## config.mk

```make
export PLATFORM = sky130hd
export DESIGN_NAME = phase_servo_clock
export DESIGN_NICKNAME = d
export VERILOG_FILES = /design/src/core/phase_servo_pkg.sv /design/src/core/phase_servo_clock.sv
export SDC_FILE = /design/constraint.sdc
export NUM_CORES = 2
export LEC_CHECK = 0
export ABC_AREA = 1
export CAP_MARGIN = 20
export CORE_UTILIZATION = 32
export CTS_CLUSTER_DIAMETER = 80
export CTS_CLUSTER_SIZE = 20
export DETAILED_ROUTE_END_ITERATION = 7
export DONT_BUFFER_PORTS = 1
export PLACE_DENSITY_LB_ADDON = 0.3
export SKIP_CTS_REPAIR_TIMING = 1
export SLEW_MARGIN = 10
export SYNTH_ARGS = -nofsm -noshare
export SYNTH_HDL_FRONTEND = slang
export SYNTH_SLANG_ARGS = --single-unit
```

## constraint.sdc

```tcl
create_clock -name mclk -period 14.1 [get_ports mclk]
set_clock_uncertainty 0.1 [all_clocks]
set_input_delay 2.82 -clock mclk [delete_from_list [all_inputs] [get_ports mclk]]
set_output_delay 2.82 -clock mclk [all_outputs]
set_load 0.05 [all_outputs]
```

## src/core/phase_servo_pkg.sv

```systemverilog
// Constants for the phase/servo clock and serial DAC block
package phase_servo_pkg;
   // Register byte offsets
   localparam logic [7:0] OFF_MAXPH = 8'h00;
   localparam logic [7:0] OFF_PHDIV = 8'h04;
   localparam logic [7:0] OFF_SVDIV = 8'h08;
   localparam logic [7:0] OFF_HWLO = 8'h0C;
   localparam logic [7:0] OFF_HWHI = 8'h10;
   localparam logic [7:0] OFF_STBLO = 8'h14;
   localparam logic [7:0] OFF_STBHI = 8'h18;
   localparam logic [7:0] OFF_SVINT = 8'h1C;
   localparam logic [7:0] OFF_STAT = 8'h20;
   localparam logic [2:0] BLK_CHAN = 3'h2; // 0x40..0x5C
   localparam logic [2:0] BLK_MOT = 3'h3; // 0x60..0x7C
   localparam logic [2:0] BLK_DAC = 3'h4; // 0x80..0x9C
   // Values after reset
   localparam logic [15:0] MAXPH_RST = 16'h197F;
   localparam logic [3:0] PHDIV_RST = 4'h0;
   localparam logic [3:0] SVDIV_RST = 4'h3;
   localparam logic [11:0] HWSEL_RST = 12'h492;
   localparam logic [23:0] STROBE_RST = 24'h7FFFC0;
   localparam logic [23:0] SVINT_RST = 24'h38ABF3;
   localparam logic [8:0] CHCFG_RST = 9'h013;
   // Hardware clock field positions inside a clock select word
   localparam int HW_ENC = 0;
   localparam int HW_PFM = 1;
   localparam int HW_DAC = 2;
   localparam int HW_ADC = 3;
   localparam int HW_FW = 3;
   // Rate generation, in units of 100 Hz
   localparam longint MCLK_HZ = 20000000;
   localparam longint MP_BASE_HZ = 117964800;
   localparam longint HW_BASE_HZ = 19660800;
   localparam logic [35:0] NCO_MOD2 = 36'(2 * MCLK_HZ / 100);
   localparam logic [35:0] MP_INC = 36'(MP_BASE_HZ / 100);
   localparam logic [18:0] HW_MOD = 19'(MCLK_HZ / 100);
   localparam logic [18:0] HW_INC = 19'(HW_BASE_HZ / 100);
   // Serial frame
   localparam logic [4:0] FRAME_BITS = 5'd24;
   localparam logic [1:0] RESP_OK = 2'h0;
   localparam logic [1:0] RESP_ERR = 2'h2;
endpackage

```

## src/core/phase_servo_clock.sv

```systemverilog
// Phase/servo clock generator, hardware clocks and serial DAC shifter
// What this block does
// [RULE1] Max-phase rate 117964.8kHz over 2(div+1)
// [RULE2] Max-phase tick also paces PWM cycle
// [RULE3] Phase clock is max-phase over (div+1)
// [RULE4] Servo clock is phase over (div+1)
// [RULE5] Commutate configured motors every phase cycle
// [RULE6] Servo update every servo cycle, active motors
// [RULE7] Software keeps servo interval matching dividers
// [RULE8] Default dividers give 9.03 kHz phase
// [RULE9] Per bank selects four hardware clock rates
// [RULE10] DAC serial clock defaults to 4.9152 MHz
// [RULE11] Software sets sample clock above edge rate
// [RULE12] 24-bit strobe word MSB first per phase
// [RULE13] Two strobe words, reset to 7FFFC0
// [RULE14] Decode 3 and 7 are x4 quadrature
// [RULE15] Mode 1 or 3 gives DAC outputs
// [RULE16] Inversion flips every serial DAC bit
// [RULE17] Commutate only with commutation enable set
// [RULE18] Motor active only while activation is 1
// [RULE19] Software matches phase angle to direction
// [RULE20] Two phase commands per motor through DACs
// [RULE21] DAC words and strobe start per phase
//
// Design decisions made here: the address map and register access over AXI4-Lite.
`timescale 1ns/1ps
module phase_servo_clock (
   input wire logic mclk, // 20 MHz clock
   input wire logic rst, // Sync reset, high
   input wire logic [7:0] awaddr, // Write address
   input wire logic awvalid, // Write address valid
   output logic awready, // Write address ready
   input wire logic [31:0] wdata, // Write data
   input wire logic [3:0] wstrb, // Byte enables
   input wire logic wvalid, // Write data valid
   output logic wready, // Write data ready
   output logic [1:0] bresp, // Write response
   output logic bvalid, // Write response valid
   input wire logic bready, // Write response ready
   input wire logic [7:0] araddr, // Read address
   input wire logic arvalid, // Read address valid
   output logic arready, // Read address ready
   output logic [31:0] rdata, // Read data
   output logic [1:0] rresp, // Read response
   output logic rvalid, // Read data valid
   input wire logic rready, // Read data ready
   output logic maxPhaseTick, // Max-phase and PWM cycle pulse
   output logic phaseTick, // Phase clock pulse
   output logic servoTick, // Servo clock pulse
   output logic [7:0] commutateStb, // Per motor commutation pulse
   output logic [7:0] servoUpdStb, // Per motor servo update pulse
   output logic [7:0] hwClkTick, // Bank*4+clock: enc,pfm,dac,adc
   output logic [1:0] dacStrobe, // Strobe bit per bank
   output logic [7:0] phaseAAnalogOut, // Serial data, DAC A
   output logic [7:0] phaseBAnalogOut, // Serial data, DAC B
   output logic [7:0] quadX4, // Channel decodes x4
   output logic [7:0] countUpDir, // Decode direction sense
   output logic [7:0] outCPfm // Output C in pulse mode
);
   ////////////////////////////////////////////////////////////////////////////////////
   logic [15:0] mpDiv_r, mpDiv_nxt;
   logic [3:0] phDiv_r, phDiv_nxt, svDiv_r, svDiv_nxt;
   logic [3:0] phCnt_r, phCnt_nxt, svCnt_r, svCnt_nxt;
   logic [11:0] hwSel_r[2], hwSel_nxt[2];
   logic [23:0] stbWord_r[2], stbWord_nxt[2];
   logic [23:0] svInt_r, svInt_nxt;
   logic [8:0] chCfg_r[8], chCfg_nxt[8];
   logic [9:0] motCfg_r[8], motCfg_nxt[8];
   logic [31:0] dacWord_r[8], dacWord_nxt[8];
   logic [35:0] mpAcc_r, mpAcc_nxt, mpSum, mpMod, mpRem;
   logic [18:0] hwAcc_r[8], hwAcc_nxt[8], hwSum;
   logic [15:0] svCount_r, svCount_nxt;
   logic [7:0] hwTick, commNxt, servoNxt, commGate;
   logic mpTick, phTick, svTick;
   logic [4:0] bitCnt_r[2], bitCnt_nxt[2];
   logic [23:0] stbSh_r[2], stbSh_nxt[2];
   logic [23:0] shA_r[8], shA_nxt[8], shB_r[8], shB_nxt[8];
   logic [1:0] shiftEn, stbNxt;
   logic [7:0] serANxt, serBNxt;
   logic awHeld_r, awHeld_nxt, wHeld_r, wHeld_nxt;
   logic [7:0] awAddr_r, awAddr_nxt;
   logic [31:0] wData_r, wData_nxt;
   logic [3:0] wStrb_r, wStrb_nxt;
   logic awRdyNxt, wRdyNxt, bvNxt, arRdyNxt, rvNxt;
   logic [1:0] brNxt, rrNxt;
   logic [31:0] rdNxt, wrVal;
   logic [32:0] wrCur, rdCur;

   // Register read mux: hit flag above the data word
   function automatic logic [32:0] rdMux(input logic [7:0] a);
      logic [2:0] n;
      n = a[4:2];
      case ({a[7:2], 2'b00})
         phase_servo_pkg::OFF_MAXPH: rdMux = {1'b1, 16'h0000, mpDiv_r};
         phase_servo_pkg::OFF_PHDIV: rdMux = {1'b1, 28'h0000000, phDiv_r};
         phase_servo_pkg::OFF_SVDIV: rdMux = {1'b1, 28'h0000000, svDiv_r};
         phase_servo_pkg::OFF_HWLO: rdMux = {1'b1, 20'h00000, hwSel_r[0]};
         phase_servo_pkg::OFF_HWHI: rdMux = {1'b1, 20'h00000, hwSel_r[1]};
         phase_servo_pkg::OFF_STBLO: rdMux = {1'b1, 8'h00, stbWord_r[0]};
         phase_servo_pkg::OFF_STBHI: rdMux = {1'b1, 8'h00, stbWord_r[1]};
         phase_servo_pkg::OFF_SVINT: rdMux = {1'b1, 8'h00, svInt_r};
         phase_servo_pkg::OFF_STAT: rdMux = {1'b1, svCount_r, 8'h00, phCnt_r, svCnt_r};
         default: begin
            if (a[7:5] == phase_servo_pkg::BLK_CHAN) begin
               rdMux = {1'b1, 23'h000000, chCfg_r[n]};
            end else if (a[7:5] == phase_servo_pkg::BLK_MOT) begin
               rdMux = {1'b1, 22'h000000, motCfg_r[n]};
            end else if (a[7:5] == phase_servo_pkg::BLK_DAC) begin
               rdMux = {1'b1, dacWord_r[n]};
            end else begin
               rdMux = 33'h000000000;
            end
         end
      endcase
   endfunction

   ////////////////////////////////////////////////////////////////////////////////////
   // Timing chain: max-phase, phase, servo and hardware clock rate generators
   always_comb begin
      // [RULE1] fractional max-phase rate
      mpSum = mpAcc_r + phase_servo_pkg::MP_INC;
      mpMod = 36'(({20'h00000, mpDiv_r} + 36'h1) * phase_servo_pkg::NCO_MOD2);
      mpTick = mpSum >= mpMod;
      mpRem = mpSum - mpMod;
      // A divider cut can leave the sum far above the wrap: restart, never burst ticks
      mpAcc_nxt = !mpTick ? mpSum : (mpRem >= mpMod) ? 36'h000000000 : mpRem;
      // [RULE3] phase divide by (div+1)
      phTick = 1'b0;
      phCnt_nxt = phCnt_r;
      if (mpTick) begin
         phTick = phCnt_r >= phDiv_r;
         phCnt_nxt = phTick ? 4'h0 : phCnt_r + 4'h1;
      end
      // [RULE4] servo divide by (div+1)
      svTick = 1'b0;
      svCnt_nxt = svCnt_r;
      if (phTick) begin
         svTick = svCnt_r >= svDiv_r;
         svCnt_nxt = svTick ? 4'h0 : svCnt_r + 4'h1;
      end
      svCount_nxt = svCount_r + {15'h0000, svTick};
      hwSum = 19'h00000;
      // [RULE9] four rates per bank
      for (int i = 0; i < 8; i++) begin
         hwSum = hwAcc_r[i] + (phase_servo_pkg::HW_INC >>
            hwSel_r[i / 4][(i % 4) * phase_servo_pkg::HW_FW +: phase_servo_pkg::HW_FW]);
         hwTick[i] = hwSum >= phase_servo_pkg::HW_MOD;
         hwAcc_nxt[i] = hwTick[i] ? hwSum - phase_servo_pkg::HW_MOD : hwSum;
      end
      for (int m = 0; m < 8; m++) begin
         // [RULE17] enable and activation gate
         commGate[m] = motCfg_r[m][1] && motCfg_r[m][0];
         commNxt[m] = phTick && commGate[m];
         // [RULE18] active motors only
         servoNxt[m] = svTick && motCfg_r[m][0];
      end
   end

   // Timing registers
   always_ff @(posedge mclk) begin
      if (rst) begin
         mpAcc_r <= 36'h000000000;
         phCnt_r <= 4'h0;
         svCnt_r <= 4'h0;
         svCount_r <= 16'h0000;
         for (int i = 0; i < 8; i++) begin
            hwAcc_r[i] <= 19'h00000;
         end
         maxPhaseTick <= 1'b0;
         phaseTick <= 1'b0;
         servoTick <= 1'b0;
         commutateStb <= 8'h00;
         servoUpdStb <= 8'h00;
         hwClkTick <= 8'h00;
      end else begin
         mpAcc_r <= mpAcc_nxt;
         phCnt_r <= phCnt_nxt;
         svCnt_r <= svCnt_nxt;
         svCount_r <= svCount_nxt;
         hwAcc_r <= hwAcc_nxt;
         // [RULE2] pulse doubles as PWM cycle
         maxPhaseTick <= mpTick;
         phaseTick <= phTick;
         servoTick <= svTick;
         // [RULE5] per phase commutation pulses
         commutateStb <= commNxt;
         // [RULE6] per servo update pulses
         servoUpdStb <= servoNxt;
         hwClkTick <= hwTick;
      end
   end

   ////////////////////////////////////////////////////////////////////////////////////
   // Serial DAC shifter: strobe and data frames start together each phase
   always_comb begin
      for (int b = 0; b < 2; b++) begin
         shiftEn[b] = !phTick && hwTick[b * 4 + phase_servo_pkg::HW_DAC] &&
            bitCnt_r[b] != 5'd0;
         bitCnt_nxt[b] = bitCnt_r[b];
         stbSh_nxt[b] = stbSh_r[b];
         // [RULE21] frame loads on phase tick
         if (phTick) begin
            bitCnt_nxt[b] = phase_servo_pkg::FRAME_BITS;
            stbSh_nxt[b] = stbWord_r[b];
         end else if (shiftEn[b]) begin
            bitCnt_nxt[b] = bitCnt_r[b] - 5'd1;
            stbSh_nxt[b] = {stbSh_r[b][22:0], 1'b0};
         end
         // [RULE12] MSB first, one bit per DAC clock
         stbNxt[b] = shiftEn[b] && stbSh_r[b][23];
      end
      for (int c = 0; c < 8; c++) begin
         shA_nxt[c] = shA_r[c];
         shB_nxt[c] = shB_r[c];
         // [RULE20] two phase words per motor
         if (phTick) begin
            // [RULE16] inversion covers whole frame
            shA_nxt[c] = {dacWord_r[c][15:0], 8'h00} ^ {24{chCfg_r[c][8]}};
            shB_nxt[c] = {dacWord_r[c][31:16], 8'h00} ^ {24{chCfg_r[c][8]}};
         end else if (shiftEn[c / 4]) begin
            shA_nxt[c] = {shA_r[c][22:0], 1'b0};
            shB_nxt[c] = {shB_r[c][22:0], 1'b0};
         end
         // [RULE15] serial lines only in DAC mode
         serANxt[c] = shiftEn[c / 4] && chCfg_r[c][4] && shA_r[c][23];
         serBNxt[c] = shiftEn[c / 4] && chCfg_r[c][4] && shB_r[c][23];
      end
   end

   // Shifter registers
   always_ff @(posedge mclk) begin
      if (rst) begin
         for (int b = 0; b < 2; b++) begin
            bitCnt_r[b] <= 5'd0;
            stbSh_r[b] <= 24'h000000;
         end
         for (int c = 0; c < 8; c++) begin
            shA_r[c] <= 24'h000000;
            shB_r[c] <= 24'h000000;
         end
         dacStrobe <= 2'h0;
         phaseAAnalogOut <= 8'h00;
         phaseBAnalogOut <= 8'h00;
      end else begin
         bitCnt_r <= bitCnt_nxt;
         stbSh_r <= stbSh_nxt;
         shA_r <= shA_nxt;
         shB_r <= shB_nxt;
         dacStrobe <= stbNxt;
         phaseAAnalogOut <= serANxt;
         phaseBAnalogOut <= serBNxt;
      end
   end

   ////////////////////////////////////////////////////////////////////////////////////
   // AXI4-Lite slave and register writes
   always_comb begin
      mpDiv_nxt = mpDiv_r;
      phDiv_nxt = phDiv_r;
      svDiv_nxt = svDiv_r;
      hwSel_nxt = hwSel_r;
      stbWord_nxt = stbWord_r;
      svInt_nxt = svInt_r;
      chCfg_nxt = chCfg_r;
      motCfg_nxt = motCfg_r;
      dacWord_nxt = dacWord_r;
      {awHeld_nxt, awAddr_nxt, wHeld_nxt, wData_nxt, wStrb_nxt} =
         {awHeld_r, awAddr_r, wHeld_r, wData_r, wStrb_r};
      bvNxt = bvalid && !bready;
      brNxt = bresp;
      if (awvalid && awready) begin
         awHeld_nxt = 1'b1;
         awAddr_nxt = awaddr;
      end
      if (wvalid && wready) begin
         wHeld_nxt = 1'b1;
         wData_nxt = wdata;
         wStrb_nxt = wstrb;
      end
      // Merge byte lanes into the current value, then store
      wrCur = rdMux(awAddr_r);
      for (int k = 0; k < 4; k++) begin
         wrVal[k * 8 +: 8] = wStrb_r[k] ? wData_r[k * 8 +: 8] : wrCur[k * 8 +: 8];
      end
      if (awHeld_r && wHeld_r && !bvalid) begin
         awHeld_nxt = 1'b0;
         wHeld_nxt = 1'b0;
         bvNxt = 1'b1;
         brNxt = wrCur[32] ? phase_servo_pkg::RESP_OK : phase_servo_pkg::RESP_ERR;
         case ({awAddr_r[7:2], 2'b00})
            phase_servo_pkg::OFF_MAXPH: mpDiv_nxt = wrVal[15:0];
            phase_servo_pkg::OFF_PHDIV: phDiv_nxt = wrVal[3:0];
            phase_servo_pkg::OFF_SVDIV: svDiv_nxt = wrVal[3:0];
            phase_servo_pkg::OFF_HWLO: hwSel_nxt[0] = wrVal[11:0];
            phase_servo_pkg::OFF_HWHI: hwSel_nxt[1] = wrVal[11:0];
            // [RULE13] separate strobe word per bank
            phase_servo_pkg::OFF_STBLO: stbWord_nxt[0] = wrVal[23:0];
            phase_servo_pkg::OFF_STBHI: stbWord_nxt[1] = wrVal[23:0];
            phase_servo_pkg::OFF_SVINT: svInt_nxt = wrVal[23:0];
            default: begin
               if (awAddr_r[7:5] == phase_servo_pkg::BLK_CHAN) begin
                  chCfg_nxt[awAddr_r[4:2]] = wrVal[8:0];
               end else if (awAddr_r[7:5] == phase_servo_pkg::BLK_MOT) begin
                  motCfg_nxt[awAddr_r[4:2]] = wrVal[9:0];
               end else if (awAddr_r[7:5] == phase_servo_pkg::BLK_DAC) begin
                  dacWord_nxt[awAddr_r[4:2]] = wrVal;
               end
            end
         endcase
      end
      awRdyNxt = !awHeld_nxt;
      wRdyNxt = !wHeld_nxt;
      rvNxt = rvalid && !rready;
      rdNxt = rdata;
      rrNxt = rresp;
      rdCur = rdMux(araddr);
      if (arvalid && arready) begin
         rvNxt = 1'b1;
         rdNxt = rdCur[31:0];
         rrNxt = rdCur[32] ? phase_servo_pkg::RESP_OK : phase_servo_pkg::RESP_ERR;
      end
      arRdyNxt = !rvNxt;
   end

   // Bus and configuration registers
   always_ff @(posedge mclk) begin
      if (rst) begin
         // [RULE8] defaults give 9.03 kHz phase
         mpDiv_r <= phase_servo_pkg::MAXPH_RST;
         phDiv_r <= phase_servo_pkg::PHDIV_RST;
         svDiv_r <= phase_servo_pkg::SVDIV_RST;
         // [RULE10] DAC clock default 4.9152 MHz
         hwSel_r <= '{phase_servo_pkg::HWSEL_RST, phase_servo_pkg::HWSEL_RST};
         stbWord_r <= '{phase_servo_pkg::STROBE_RST, phase_servo_pkg::STROBE_RST};
         svInt_r <= phase_servo_pkg::SVINT_RST;
         for (int c = 0; c < 8; c++) begin
            chCfg_r[c] <= phase_servo_pkg::CHCFG_RST;
            motCfg_r[c] <= 10'h000;
            dacWord_r[c] <= 32'h00000000;
         end
         {awHeld_r, wHeld_r, awAddr_r, wData_r, wStrb_r} <= 46'h0;
         {awready, wready, arready, bvalid, rvalid} <= 5'b00000;
         {bresp, rresp, rdata} <= 36'h0;
         {quadX4, countUpDir, outCPfm} <= 24'h0;
      end else begin
         mpDiv_r <= mpDiv_nxt;
         phDiv_r <= phDiv_nxt;
         svDiv_r <= svDiv_nxt;
         hwSel_r <= hwSel_nxt;
         stbWord_r <= stbWord_nxt;
         svInt_r <= svInt_nxt;
         chCfg_r <= chCfg_nxt;
         motCfg_r <= motCfg_nxt;
         dacWord_r <= dacWord_nxt;
         {awHeld_r, wHeld_r, awAddr_r, wData_r, wStrb_r} <=
            {awHeld_nxt, wHeld_nxt, awAddr_nxt, wData_nxt, wStrb_nxt};
         {awready, wready, arready, bvalid, rvalid} <=
            {awRdyNxt, wRdyNxt, arRdyNxt, bvNxt, rvNxt};
         {bresp, rresp, rdata} <= {brNxt, rrNxt, rdNxt};
         for (int c = 0; c < 8; c++) begin
            // [RULE14] 3 and 7 both decode x4
            quadX4[c] <= chCfg_nxt[c][1:0] == 2'b11;
            countUpDir[c] <= chCfg_nxt[c][2];
            outCPfm[c] <= chCfg_nxt[c][5:4] == 2'b11;
         end
      end
   end
endmodule

```

==> flow_metrics.py <==
metrics = {
    "timing": {
        "setup_violations": 0,
        "worst_pin_slew_ns": 1.18,
        "finalMaxSlewViolations": 0,
        "period_needed_ns": 10.70,
        "rsz0062_at_grt": "no",
        "slew-limit-headroom_pct": 21.1,
        "max_freq_mhz": 93.5,
        "period_share_pct": 75.9,
        "hold_violations": 0,
        "fin_setup_tns_ns": 0,
    },
    "place": {
        "dp.cells": 11922,
        "hpwl_mm": 172,
        "finalWeightedCongestion": 0.952,
        "port_buffers": 0,
    },
    "logic_synthesis": {
        "synth-simple-area-share_pct": 21.5,
        "synth_top_family_by_area": "simple AND/OR/NAND/NOR gates",
        "synth_area_sq_mm": 0.0680,
        "synth_mux_area_share_pct": 0,
        "synthXorXnorAreaFrac_pct": 5.26,
        "yosysMostFrequentCell": "nand2_1",
        "avgSynthCellArea_sq_um": 7.06,
        "ys_seq_elements": 1207,
        "synth_enable_flop_cells": 0,
        "ys_seq_area_share_pct": 35.5,
        "async_flop_share_pct": 0,
        "yosysWarnings": 0,
        "synth_top_area_share_pct": 35.5,
        "ys_top_cells_by_area": "dfxtp_1, nand3_1, nand2_1",
        "ys.flop_type": "dfxtp_1",
        "synth_largest_area_cell": "dfxtp_1",
        "synth_compound_area_share_pct": 19.4,
        "synthCells": 9634,
        "synth_adder_area_share_pct": 6.77,
        "synth_cell_type_count": 62,
        "synthTopCellsByCount": "nand2_1, inv_1, nand3_1",
    },
    "global_route": {
        "use_met2_pct": 36.4,
        "grt_use_total_pct": 23.4,
        "grt_pass1_wl_mm": 389,
        "overflow": 0,
        "grt_pass1_vias": 60913,
        "grtUsageMet3_pct": 3.83,
        "grt_max_degree": 247,
        "use_met1_pct": 31.3,
        "busiest_layer": "met2",
        "antenna_found_initial": 21,
    },
    "clocking": {
        "cts-root-buf": "clkbuf_16",
        "cts-buffers-inserted": 83,
        "clock_sinks": 1207,
        "clkLatencyLatePin_ns": 0.76,
        "clock_path_buffers": 3,
        "clk_pin_slew_worst_paths_ns": 0.09,
        "htree_levels": 3,
        "cts_tree": "yes",
    },
    "cells_and_area": {
        "area_delta_synth_final_pct": 7.05,
        "seq_area_sq_mm": 0.0242,
        "fin_cells": 12058,
        "layout.nets": 9596,
        "layout-drive-gt1-share_pct": 3.85,
        "fillers": 22380,
        "multiInputGateArea_sq_mm": 0.0362,
    },
    "critical_path": {
        "slowest_delay_ns": 0.58,
        "cp_slowest_cell": "dfxtp_1",
        "worstPathRequired_ns": 14.69,
        "worstReg2RegStart": "mpDiv_r[0]",
        "crit_start": "mpDiv_r[0]",
        "cp_max_fo": 108,
        "cp_data_arrival_time_ns": 11.29,
        "endpoint_kind": "register",
        "critPathMostFrequentCell": "nand3_1",
        "critPathKind": "reg2reg",
        "cp-start-kind": "register",
    },
    "flow_run": {
        "maxCapViolCount": 0,
    },
    "outcome": {
        "status": "completed",
    },
    "floorplanning": {
        "dieArea_sq_mm": 0.214,
        "initial_core_util_pct": 32.3,
        "die_w_um": 463,
        "die_h_um": 463,
        "ios": 169,
        "fp.coreArea_sq_mm": 0.210,
        "row_count": 168,
    },
    "drt": {
        "routedWlPerCell_um": 21.7,
        "route.detailed.drc": 0,
        "num_vias": 66027,
        "drtIter0Drc": 7480,
        "ant_nets": 0,
        "drtPass1Iterations": 6,
        "viasPerCell": 5.48,
        "totalWireLength_mm": 262,
    },
    "power_and_ir_drop": {
        "powerDensity_mw_per_mm2": 155,
        "leakagePower_nw": 34.2,
        "ir_drop_mv": 0.156,
    },
    "hold_path": {
        "hp-class": "reg2reg",
        "hold_start": "stbSh_r[23]",
    },
}
[sequential cells by signal, summed over array words and instances (netlist names), 10 cells and up]
| name | count |
|---|---|
| dacWord_r | 256 |
| motCfg_r | 80 |
| stbWord_r | 48 |
| svInt_r | 24 |
| chCfg_r | 65 |
| wData_r | 32 |
| bitCnt_r | 10 |
| mpDiv_r | 16 |
| rdata | 32 |
| shA_r | 192 |
| hwAcc_r | 104 |
| stbSh_r | 48 |
| mpAcc_r | 29 |
| svCount_r | 16 |
| shB_r | 128 |
| hwSel_r | 24 |
[power breakdown]
part | internal, mW | switching [mW] | leakage, nW
Combinational | 1.27 | 3.51 | 23.1
Clock | 1.25 | 1.40 | 1.30
Sequential | 3.62 | 0.207 | 9.78
Total | 6.14 | 5.12 | 34.2
[area by class of cell]
cell class | count | area share [%]
antenna | 13 | 0.0447
clock buffer | 85 | 2.89
clock inverter | 38 | 0.790
inverter | 1327 | 6.87
multi-input combinational | 6436 | 49.7
sequential | 1207 | 33.2
tap | 2805 | 4.82
timing repair buffer | 147 | 1.65
[stage by stage]
| step | power, mW | util (%) | hold slack, ns | cell area [sq um] | worst slack, ns |
|---|---|---|---|---|---|
| detailed placement | 8.61 | 33.3 | 0.361 | 70100 | 3.39 |
| finish | 11.3 | 34.6 | 0.367 | 72800 | 3.40 |
| global route | 12.0 | 34.6 | 0.393 | 72800 | 2.48 |
| global placement | 8.53 | 33.3 | 0.352 | 70000 | 3.45 |
| floorplan | 7.47 | - | 0.324 | 68000 | 5.54 |
| CTS | 11.2 | 34.6 | 0.374 | 72800 | 3.41 |
[critical path: cells and delay by family, from the launching register on]
family / cells / cell delay (ns)
AO/OA/AOI/OAI: 4 / 0.75
XOR/XNOR: 2 / 0.54
adder cells (fa/ha/maj): 9 / 3.35
buffers and inverters: 4 / 0.20
flip-flops: 1 / 0.58
AND/OR/NAND/NOR: 25 / 5.10
[final timing paths]
| path | endpoint | slack (ns) | cells after the start |
|---|---|---|---|
| worst max register to register | svCount_r[15] | 3.40 | 44 |
| worst max-delay path | svCount_r[15] | 3.40 | 44 |
| worst min-delay path | dacStrobe[1] | 0.37 | 2 |
| worst min register to register | dacStrobe[1] | 0.37 | 2 |
[per-layer routing]
metal | vias to the layer above | wire length (um)
met5 | - | 14
met4 | 2 | 14200
met3 | 567 | 22800
met2 | 2981 | 113000
met1 | 31193 | 111000
li1 | 31284 | -
[placed cells by master (no fill, tap or decap), types with 7 or more instances in the layout]
cell type,n
nor2_4,11
bufinv_16,7
o21ai_0,794
nor2_1,410
inv_2,16
o22ai_1,246
nor4_1,11
nand3_1,1276
o31ai_1,11
xnor2_1,55
a21o_1,13
o21a_1,8
dfxtp_2,9
clkinv_1,11
nand3b_1,9
xor2_1,352
nand2_1,1447
o21ai_1,16
clkinv_4,8
o211ai_1,53
o2111ai_1,40
a22oi_1,43
a31oi_1,20
dfxtp_1,1198
ha_1,280
a211oi_1,13
a221oi_1,104
fa_1,55
o21bai_1,18
buf_4,138
clkbuf_16,84
a21oi_1,873
o311ai_0,35
inv_6,7
nor3_1,116
inv_1,1294
or2_2,8
nand2_2,13
diode_2,13
nand4_1,48
[logic make-up (layout without fill, tap and decap cells)]
family	Yosys count	count (layout)
buffers and inverters	1992	1597
xor gates and xnor gates	408	408
and+or+nand+nor	3363	3363
DFF	1207	1207
adders and majority gates	335	335
other	1	15
AOI/OAI and AO/OA	2328	2328
Note: power is estimated with default switching activity, not from simulation.
